### config.mk
export PLATFORM = sky130hd
export DESIGN_NAME = fmsc_top
export DESIGN_NICKNAME = d
export VERILOG_FILES = /design/src/hdl/fmsc_pkg.sv /design/src/hdl/fmsc_sync.sv /design/src/hdl/fmsc_top.sv
export VERILOG_INCLUDE_DIRS = /design/src /design/src/hdl
export SDC_FILE = /design/constraint.sdc
export NUM_CORES = 1
export LEC_CHECK = 0
export ABC_AREA = 1
export BUFFER_PORTS_ARGS = -buffer_cell sky130_fd_sc_hd__buf_2
export CORE_MARGIN = 4
export CORE_UTILIZATION = 30
export CTS_CLUSTER_SIZE = 40
export DETAILED_ROUTE_END_ITERATION = 8
export REMOVE_ABC_BUFFERS = 1
export SLEW_MARGIN = 25
export SYNTH_ARGS = -nofsm -noshare
export SYNTH_HDL_FRONTEND = slang
export SYNTH_HIERARCHICAL = 1
export SYNTH_SLANG_ARGS = --single-unit
### constraint.sdc
create_clock -name ref_clk -period 1.4 [get_ports ref_clk]
set_input_delay 0.35 -clock ref_clk [delete_from_list [all_inputs] [get_ports ref_clk]]
set_output_delay 0.35 -clock ref_clk [all_outputs]
set_load 0.01 [all_outputs]
### src/hdl/fmsc_cfg.svh
// fmsc_cfg.svh: constants for the fet mux switch control block
`ifndef FMSC_CFG_SVH
`define FMSC_CFG_SVH
`define FMSC_BANK_CH_MAX   40
`define FMSC_PAIR_OFFSET   20
`define FMSC_CH_W          6
`define FMSC_NUM_REL       4
`define FMSC_REL_BANK_BIT  1
`define FMSC_SYNC_RST      1'b0
`define FMSC_TYPE_DIFF     8'h5a
`define FMSC_TYPE_SINGLE   8'ha5
`define FMSC_NO_CH         6'h3f
`endif

### src/hdl/fmsc_pkg.sv
// fmsc_pkg.sv: types for the fet mux switch control block
`include "fmsc_cfg.svh"
package fmsc_pkg;
  typedef enum logic [1:0] {
    FMSC_WIRE_TWO    = 2'b00,
    FMSC_WIRE_FOUR   = 2'b01,
    FMSC_WIRE_ONE    = 2'b10
  } fmsc_wire_t;

  typedef enum logic [2:0] {
    FMSC_OP_NONE     = 3'b000,
    FMSC_OP_CLOSE    = 3'b001,
    FMSC_OP_OPEN     = 3'b010,
    FMSC_OP_REL_CLS  = 3'b011,
    FMSC_OP_REL_OPN  = 3'b100,
    FMSC_OP_OPEN_ALL = 3'b101
  } fmsc_op_t;

  typedef struct packed {
    fmsc_op_t                 op;
    logic                     bank;
    logic [`FMSC_CH_W-1:0]    chan;
    logic [1:0]               rel;
    logic                     four_wire;
  } fmsc_cmd_t;

  typedef struct packed {
    logic                     done;
    logic                     err;
  } fmsc_resp_t;
endpackage : fmsc_pkg

### src/hdl/fmsc_sync.sv
// fmsc_sync.sv: two flip-flop synchroniser for pin inputs
`timescale 1ns/1ns
`default_nettype none
module fmsc_sync #(
  parameter int W = 1
) (
  input  wire logic         ref_clk,
  input  wire logic         rst,
  input  wire logic [W-1:0] d,
  output var  logic [W-1:0] q
);
  logic [W-1:0] meta_q;

  // first stage feeds only the second stage
  always_ff @(posedge ref_clk or posedge rst) begin
    if (rst) begin
      meta_q <= '0;
      q      <= '0;
    end else begin
      meta_q <= d;
      q      <= meta_q;
    end
  end
endmodule // fmsc_sync
`default_nettype wire

### src/hdl/fmsc_top.sv
// fmsc_top.sv: switch, relay, mode, interlock and overvoltage control
//
// Overview of operation
// with module power absent every switch and relay output is held open
// four bus relays route either bank onto the two measurement buses
// each channel opens or closes on command; wiring mode is set by command
// two-wire mode gives each bank its own twenty-channel mux
// forty-channel two-wire operation only via bus relays or outside wiring
// four-wire mode closes bank one channel n with channel n plus 20
// pairing happens only for four-wire measure or four-wire scanned channels
// one-wire mode gives each bank its own forty-channel single-ended mux
// eighty-channel one-wire operation only via bus relays or outside wiring
// switching between one-wire and differential modes waits for power cycle
// module type answer reflects the configured wiring mode
// broken interlock opens that bank's bus relays at once
// outside wiring must short each bank's interlock before relays close
// overvoltage opens all relays and switches and latches the fault state
// closures during overvoltage are refused with an error status
// slot clear ends the overvoltage state of this module only
// global reset or power cycle restores defaults and clears overvoltage; a power cycle applies the pending mode, not the default two-wire
// persisting overvoltage at clear re-enters the fault state at once
// at most one channel closed per bank at any time
// terminal block mismatch with wiring mode raises no error
// relay close with open interlock is refused; relay held open meanwhile
`timescale 1ns/1ns
`default_nettype none
module fmsc_top
  import fmsc_pkg::*;
#(
  parameter int CH_W = `FMSC_CH_W
) (
  input  wire logic                    ref_clk,
  input  wire logic                    rst,
  input  wire logic                    clk_en,
  input  wire logic                    power_good,
  input  wire logic                    global_reset_cmd,
  input  wire logic                    slot_clear_cmd,
  input  wire logic                    module_type_query,
  input  wire logic                    four_wire_ohms_measure,
  input  wire logic                    mode_set_valid,
  input  wire fmsc_pkg::fmsc_wire_t    mode_set,
  input  wire logic                    cmd_valid,
  input  wire fmsc_pkg::fmsc_cmd_t     cmd,
  input  wire logic [1:0]              interlock_ok_pin,
  input  wire logic                    overvolt_pin,
  output var  fmsc_pkg::fmsc_resp_t    resp,
  output var  logic                    type_valid,
  output var  logic [7:0]              type_code,
  output var  fmsc_pkg::fmsc_wire_t    active_mode,
  output var  logic                    overvolt_state,
  output var  logic [CH_W-1:0]         bank_one_sel,
  output var  logic                    bank_one_on,
  output var  logic [CH_W-1:0]         bank_two_sel,
  output var  logic                    bank_two_on,
  output var  logic [`FMSC_NUM_REL-1:0] bus_relay_on
);
  import fmsc_pkg::*;

  ////////////////////////////////////////////////////////////////////////////
  // pin synchronisers
  logic [1:0] ilk_s;
  logic       ov_s;
  logic       pwr_s;

  // interlock, overvoltage and power sense all come from outside the clock
  fmsc_sync #(.W(4)) u_sync (
    .ref_clk (ref_clk),
    .rst     (rst),
    .d       ({interlock_ok_pin, overvolt_pin, power_good}),
    .q       ({ilk_s, ov_s, pwr_s})
  );

  ////////////////////////////////////////////////////////////////////////////
  // state
  typedef struct packed {
    fmsc_wire_t             mode;      // mode in force
    fmsc_wire_t             pend;      // mode waiting for a power cycle
    logic                   pwr_prev;
    logic                   ov;
    logic [CH_W-1:0]        sel1;
    logic                   on1;
    logic [CH_W-1:0]        sel2;
    logic                   on2;
    logic                   pair;      // bank two closed as a four-wire partner
    logic [`FMSC_NUM_REL-1:0] rel;
    fmsc_resp_t             resp;
    logic                   tv;
    logic [7:0]             tc;
  } fmsc_state_t;

  fmsc_state_t s_q;
  fmsc_state_t s_d;

  // relays 0,1 belong to bank one and 2,3 to bank two
  function automatic logic rel_bank(input logic [1:0] r);
    rel_bank = r[`FMSC_REL_BANK_BIT];
  endfunction

  // channel count per bank depends on the mode in force
  function automatic logic ch_legal(input fmsc_wire_t m, input logic [CH_W-1:0] c);
    if (m == FMSC_WIRE_ONE) begin
      ch_legal = c < CH_W'(`FMSC_BANK_CH_MAX);
    end else begin
      ch_legal = c < CH_W'(`FMSC_PAIR_OFFSET);
    end
  endfunction

  // relays of a bank allowed only with its interlock closed
  function automatic logic [`FMSC_NUM_REL-1:0] ilk_mask(input logic [1:0] ilk);
    ilk_mask = {{2{ilk[1]}}, {2{ilk[0]}}};
  endfunction

  ////////////////////////////////////////////////////////////////////////////
  // next state
  always_comb begin
    logic         pwr_up;
    logic         four_ok;
    s_d           = s_q;
    pwr_up        = pwr_s & ~s_q.pwr_prev;
    four_ok       = 1'b0;
    s_d.pwr_prev  = pwr_s;
    s_d.resp      = '0;
    s_d.tv        = 1'b0;

    if (!pwr_s || global_reset_cmd) begin
      // no power or global reset: everything open, fault cleared; only global reset restores default modes
      s_d.sel1 = '0;
      s_d.on1  = 1'b0;
      s_d.sel2 = '0;
      s_d.on2  = 1'b0;
      s_d.pair = 1'b0;
      s_d.rel  = '0;
      s_d.ov   = 1'b0;
      if (global_reset_cmd) begin
        s_d.mode = FMSC_WIRE_TWO;
        s_d.pend = FMSC_WIRE_TWO;
      end
    end else begin
      if (pwr_up) begin
        s_d.mode = s_q.pend;
      end

      // mode command: a cross between one-wire and differential waits
      if (mode_set_valid) begin
        s_d.pend = mode_set;
        if ((mode_set == FMSC_WIRE_ONE) == (s_q.mode == FMSC_WIRE_ONE)) begin
          s_d.mode = mode_set;
        end
      end

      // slot clear ends only this module's fault; a live fault re-latches below
      if (slot_clear_cmd) begin
        s_d.ov = 1'b0;
      end

      // switch and relay commands
      if (cmd_valid) begin
        s_d.resp.done = 1'b1;
        unique case (cmd.op)
          FMSC_OP_NONE: begin
            s_d.resp.done = 1'b0;
          end
          FMSC_OP_CLOSE: begin
            four_ok = cmd.four_wire || four_wire_ohms_measure;
            if (s_q.ov) begin
              s_d.resp.err = 1'b1;
            end else if (!ch_legal(s_q.mode, cmd.chan)) begin
              s_d.resp.err = 1'b1;
            end else if (s_q.mode == FMSC_WIRE_FOUR && four_ok) begin
              // pair channel n with its partner n+20 in bank two
              s_d.sel1 = cmd.chan;
              s_d.on1  = 1'b1;
              s_d.sel2 = cmd.chan;
              s_d.on2  = 1'b1;
              s_d.pair = 1'b1;
            end else if (!cmd.bank) begin
              s_d.sel1 = cmd.chan;
              s_d.on1  = 1'b1;
              if (s_q.pair) begin
                s_d.on2  = 1'b0;
                s_d.pair = 1'b0;
              end
            end else begin
              s_d.sel2 = cmd.chan;
              s_d.on2  = 1'b1;
              s_d.pair = 1'b0;
              if (s_q.pair) begin
                s_d.on1 = 1'b0;
              end
            end
          end
          FMSC_OP_OPEN: begin
            if (!cmd.bank || s_q.pair) begin
              s_d.on1 = 1'b0;
            end
            if (cmd.bank || s_q.pair) begin
              s_d.on2 = 1'b0;
            end
            s_d.pair = 1'b0;
          end
          FMSC_OP_REL_CLS: begin
            // combining banks is only ever through these relays
            if (s_q.ov) begin
              s_d.resp.err = 1'b1;
            end else if (!ilk_s[rel_bank(cmd.rel)]) begin
              s_d.resp.err = 1'b1;
            end else begin
              s_d.rel[cmd.rel] = 1'b1;
            end
          end
          FMSC_OP_REL_OPN: begin
            s_d.rel[cmd.rel] = 1'b0;
          end
          FMSC_OP_OPEN_ALL: begin
            s_d.on1  = 1'b0;
            s_d.on2  = 1'b0;
            s_d.pair = 1'b0;
            s_d.rel  = '0;
          end
          default: begin
            s_d.resp.err = 1'b1;                                          // illegal op code
          end
        endcase
      end

      // broken interlock drops that bank's relays regardless of command
      s_d.rel = s_d.rel & ilk_mask(ilk_s);

      // a live fault wins over clear and over any closure this cycle
      if (ov_s) begin
        s_d.ov = 1'b1;
      end
      if (s_d.ov) begin
        s_d.on1  = 1'b0;
        s_d.on2  = 1'b0;
        s_d.pair = 1'b0;
        s_d.rel  = '0;
      end

      // type answer tracks the mode in force; terminal block never checked
      if (module_type_query) begin
        s_d.tv = 1'b1;
        s_d.tc = (s_d.mode == FMSC_WIRE_ONE) ? `FMSC_TYPE_SINGLE : `FMSC_TYPE_DIFF;
      end
    end
  end

  ////////////////////////////////////////////////////////////////////////////
  // state register; clock enable freezes everything
  always_ff @(posedge ref_clk or posedge rst) begin
    if (rst) begin
      s_q <= '{mode: FMSC_WIRE_TWO, pend: FMSC_WIRE_TWO, pwr_prev: `FMSC_SYNC_RST,
               default: '0};
    end else if (clk_en) begin
      s_q <= s_d;
    end
  end

  ////////////////////////////////////////////////////////////////////////////
  // outputs, all straight from the state register
  assign resp           = s_q.resp;
  assign type_valid     = s_q.tv;
  assign type_code      = s_q.tc;
  assign active_mode    = s_q.mode;
  assign overvolt_state = s_q.ov;
  assign bank_one_sel   = s_q.sel1;
  assign bank_one_on    = s_q.on1;
  assign bank_two_sel   = s_q.sel2;  // in four-wire pairing this means channel sel+20
  assign bank_two_on    = s_q.on2;
  assign bus_relay_on   = s_q.rel;
endmodule // fmsc_top
`default_nettype wire

==> flow_summary.html <==
<table>
<tr><th>Metric</th><th>Value</th></tr>
<tr><th colspan="2">CTS</th></tr>
<tr><td>Number of buffers added by the clock tree synthesis step</td><td>5</td></tr>
<tr><td>Buffer levels on the longest clock path</td><td>2</td></tr>
<tr><td>Clock slew seen by the registers of the worst setup and hold paths</td><td>0.08 ns</td></tr>
<tr><td>Root cell of the clock tree</td><td>clkbuf_8</td></tr>
<tr><td>Clock tree from TritonCTS</td><td>done</td></tr>
<tr><td>Latest clock arrival within the worst-skew pair</td><td>0.29 ns</td></tr>
<tr><td>CTS HTree Levels</td><td>2</td></tr>
<tr><td>Clock Sink Count</td><td>38</td></tr>
<tr><th colspan="2">Yosys</th></tr>
<tr><td>Register bit count reported by yosys</td><td>38</td></tr>
<tr><td>Leading register cell type out of synthesis</td><td>dfrtp_1</td></tr>
<tr><td>Async S/R FF share, synth</td><td>1.00</td></tr>
<tr><td>Largest cells by area after synthesis</td><td>dfrtp_1 (40%), nand2_1 (17%), buf_4 (9.2%)</td></tr>
<tr><td>Sequential area share after synthesis</td><td>0.401</td></tr>
<tr><td>Synth top area share</td><td>0.401</td></tr>
<tr><td>Mapped cell area</td><td>2370 um2</td></tr>
<tr><td>Most common cell in the netlist</td><td>nand2_1</td></tr>
<tr><td>Commonest cells in the synthesized netlist</td><td>nand2_1 (107), nor2_1 (45), dfrtp_1 (38)</td></tr>
<tr><td>Warning count from the yosys run</td><td>6</td></tr>
<tr><td>Mean instance size in the synthesized netlist</td><td>7.16 um2</td></tr>
<tr><td>EDFF count, synth</td><td>0</td></tr>
<tr><td>Library cells used by synthesis</td><td>26</td></tr>
<tr><td>Post-synthesis instance total</td><td>331</td></tr>
<tr><td>Post-synthesis cell type with the largest combined area</td><td>dfrtp_1</td></tr>
<tr><th colspan="2">Placement</th></tr>
<tr><td>Global placement routability congestion</td><td>0.873</td></tr>
<tr><td>Pre-CTS setup slack</td><td>-0.103 ns</td></tr>
<tr><td>Number of cells in the design after placement</td><td>494</td></tr>
<tr><td>Port buffer count</td><td>59</td></tr>
<tr><td>Placed wire-length estimate after detailed placement</td><td>~4700 um</td></tr>
<tr><th colspan="2">Worst hold path</th></tr>
<tr><td>Kind of path behind the tightest hold check</td><td>primary input to register</td></tr>
<tr><th colspan="2">Timing</th></tr>
<tr><td>Final worst hold slack</td><td>around 0.16 ns</td></tr>
<tr><td>Clock Skews</td><td>around 0.0067 ns</td></tr>
<tr><td>Setup repair after global routing missed its margin</td><td>true</td></tr>
<tr><td>Actual slew at the worst max-slew pin</td><td>0.401 ns</td></tr>
<tr><td>Number of setup violations in the final report</td><td>12</td></tr>
<tr><td>Fmax</td><td>between 0.6 and 0.7 GHz</td></tr>
<tr><td>Final worst path period need</td><td>between 1 and 1.5 ns</td></tr>
<tr><td>Final Hold Viols</td><td>0</td></tr>
<tr><td>Final Slew Violations</td><td>0</td></tr>
<tr><td>Final WS setup</td><td>-0.0688 ns</td></tr>
<tr><td>Share of the clock period used by the worst path after layout</td><td>1.05</td></tr>
<tr><td>Sum Neg Setup Slack</td><td>-0.611 ns</td></tr>
<tr><td>Slew Limit Headroom</td><td>0.732</td></tr>
<tr><th colspan="2">Critical path</th></tr>
<tr><td>Worst EP arrival</td><td>roughly 1.7 ns</td></tr>
<tr><td>Required time of the critical path</td><td>1.62 ns</td></tr>
<tr><td>Critical path class</td><td>register to register</td></tr>
<tr><td>Crit-path slowest cell</td><td>dfrtp_1</td></tr>
<tr><td>Element type at the critical path start</td><td>register</td></tr>
<tr><td>Ordered cell list for the critical path</td><td>inv_2 -&gt; nor2_2 -&gt; nand2_1 -&gt; nand2_2 -&gt; nand2_4 -&gt; o21ai_4 -&gt; buf_6 -&gt; nand4_1 -&gt; nand2_1</td></tr>
<tr><td>Endpoint kind of the worst setup timing path</td><td>register</td></tr>
<tr><td>CP top delay family</td><td>simple AND/OR/NAND/NOR gates</td></tr>
<tr><td>Worst path max stage delay</td><td>0.41 ns</td></tr>
<tr><td>Library cell appearing most often on the critical path</td><td>nand2_1</td></tr>
<tr><td>Number of buffer and inverter instances along the worst setup path</td><td>2</td></tr>
<tr><td>Top fanout value on the critical path</td><td>8</td></tr>
<tr><th colspan="2">GRT</th></tr>
<tr><td>Wire length of the first global-routing pass</td><td>10100 um</td></tr>
<tr><td>GRT Resource Usage Total</td><td>0.127</td></tr>
<tr><td>Initial antenna violation count</td><td>0</td></tr>
<tr><td>GRT Residual Overflow</td><td>0</td></tr>
<tr><td>Largest net degree at the start of global routing</td><td>31</td></tr>
<tr><td>Via count of the first global-routing pass</td><td>2253</td></tr>
<tr><th colspan="2">Drt</th></tr>
<tr><td>Detailed-route via count</td><td>around 2200</td></tr>
<tr><td>Pre-antenna DRT Iters</td><td>4</td></tr>
<tr><td>DRT antenna net count</td><td>0</td></tr>
<tr><td>Mean number of vias per cell</td><td>4.40</td></tr>
<tr><td>Iteration-0 DRC count of the detailed router</td><td>54</td></tr>
<tr><td>Post-detailed-route DRC marker count</td><td>0</td></tr>
<tr><td>Total routed wirelength</td><td>5980 um</td></tr>
<tr><td>Wirelength per Cell</td><td>about 12 um</td></tr>
<tr><th colspan="2">Finish</th></tr>
<tr><td>Final std cells w/o fill</td><td>about 500</td></tr>
<tr><td>Fraction of layout cells with a size suffix above 1</td><td>0.361</td></tr>
<tr><td>Area growth syn-to-layout</td><td>29.4%</td></tr>
<tr><td>Layout Nets</td><td>435</td></tr>
<tr><td>Number of antenna diodes</td><td>0</td></tr>
<tr><th colspan="2">Pwr</th></tr>
<tr><td>Max rail drop VDD</td><td>roughly 540 uV</td></tr>
<tr><td>Pleak</td><td>around 1.7 nW</td></tr>
<tr><td>Total power draw</td><td>between 2 and 3 mW</td></tr>
<tr><td>Pwr dens</td><td>841 nW/um2</td></tr>
<tr><th colspan="2">Run status</th></tr>
<tr><td>Result of the run</td><td>complete, but fails checks</td></tr>
<tr><td>Violations in the final reports</td><td>setup timing</td></tr>
<tr><th colspan="2">Die</th></tr>
<tr><td>Horiz. Die Dim</td><td>about 97 um</td></tr>
<tr><td>Total Die Area</td><td>9380 um2</td></tr>
<tr><td>I/O pins</td><td>60</td></tr>
<tr><td>Area of the core</td><td>approximately 7700 um2</td></tr>
<tr><td>Num rows</td><td>32</td></tr>
<tr><td>Initial cell density of the core</td><td>0.308</td></tr>
<tr><td>Floorplan die height</td><td>slightly below 100 um</td></tr>
<tr><th colspan="2">Run</th></tr>
<tr><td>Count of maximum capacitance violations</td><td>0</td></tr>
</table>
-- cells in the final DEF, fill, tap and decap left out, types with 2 or more instances in the layout --
| cell type | netlist | final |
|---|---|---|
| nand4_1 | 15 | 15 |
| nand2_2 | 6 | 12 |
| nor2_2 | 4 | 4 |
| o22ai_1 | 2 | 2 |
| o21ai_2 | 0 | 2 |
| nand3_1 | 18 | 12 |
| inv_1 | 27 | 27 |
| nor2_1 | 45 | 45 |
| buf_2 | 1 | 59 |
| nand2_4 | 0 | 2 |
| buf_6 | 1 | 2 |
| nand3_2 | 2 | 5 |
| a21oi_2 | 2 | 2 |
| dfrtp_1 | 38 | 38 |
| buf_4 | 29 | 38 |
| nand3_4 | 0 | 3 |
| inv_2 | 5 | 5 |
| o21ai_0 | 14 | 11 |
| o21ai_1 | 4 | 5 |
| nor2_4 | 3 | 3 |
| clkbuf_8 | 0 | 5 |
| nand2_1 | 107 | 99 |
-- worst paths after layout --
path | start | slack, ns | cells past startpoint | end
max reg2reg | active_mode[1]$_DFFE_PP0P_ | -0.07 | 9 | bank_two_sel[1]$_DFFE_PP0P_
max in group asynchronous | rst | 0.41 | 4 | bus_relay_on[1]$_DFFE_PP0P_
min reg2reg | u_sync/meta_q[1]$_DFF_PP0_ | 0.35 | 0 | u_sync/q[1]$_DFF_PP0_
min in group asynchronous | rst | 0.54 | 3 | u_sync/meta_q[0]$_DFF_PP0_
max | active_mode[1]$_DFFE_PP0P_ | -0.07 | 9 | bank_two_sel[1]$_DFFE_PP0P_
min | power_good | 0.16 | 1 | u_sync/meta_q[0]$_DFF_PP0_
-- power breakdown --
group	switching, mW	internal [mW]
clock	0.379	0.342
sequential	0.0403	1.16
combinational	0.381	0.278
-- cell families (layout without fill, tap and decap cells) --
family | count (synthesis) | after routing | share of synthesized area
simple gates | 201 | 201 | 0.376
buf+inv | 65 | 141 | 0.154
flops | 38 | 38 | 0.401
compound gates | 27 | 27 | 0.0687
-- sequential cells by signal, indices dropped and copies added, names as in the netlist --
| register | flops |
|---|---|
| active_mode | 2 |
| bank_one_on | 1 |
| bank_one_sel | 6 |
| bank_two_on | 1 |
| bank_two_sel | 6 |
| bus_relay_on | 4 |
| overvolt_state | 1 |
| resp | 2 |
| s_q | 4 |
| type_code | 2 |
| type_valid | 1 |
| u_sync/meta_q | 4 |
| u_sync/q | 4 |
-- worst reg2reg max path, cell delays in order (launching register included) --
cell and delay [ns]:
dfrtp_1 0.41, inv_2 0.06, nor2_2 0.10, nand2_1 0.09, nand2_2 0.09, nand2_4 0.06, o21ai_4 0.26, buf_6 0.18
nand4_1 0.08, nand2_1 0.08
-- layout make-up --
| type | instances | area [um2] |
|---|---|---|
| fill | 849 | 4620 |
| multi-input combinational | 228 | 1140 |
| sequential | 38 | 951 |
| timing repair buffer | 101 | 633 |
| inverter | 33 | 129 |
| tap | 102 | 128 |
| clock buffer | 6 | 72.6 |
| clock inverter | 1 | 7.51 |
-- routing by layer --
layer | part of all wire | track usage | wire length (um) | up-vias
met2 | 0.50 | 0.221 | 2990 | 53
li1 | - | - | - | 1172
met3 | 0.053 | 0.0353 | 314 | 9
met5 | 0 | 0 | 0 | -
met1 | 0.43 | 0.156 | 2600 | 1007
met4 | 0.012 | 0.0313 | 70 | 0
-- timing repair --
action | CTS | global route
pin swaps | 0 | 18
setup endpoints to repair | 13 | 19
hold buffers | 1 | 0
endpoints found under the hold margin | 8 | 0
buffers inserted | 2 | 5
resized for setup | 2 | 25
-- through the flow --
stage / area [um2] / util
floorplan: 2130 / -
global placement: 2820 / 0.367
detailed placement: 2820 / 0.367
CTS: 2930 / 0.381
global route: 3060 / 0.399
finish: 3060 / 0.399
No activity file was read; power rests on OpenSTA's default activity.
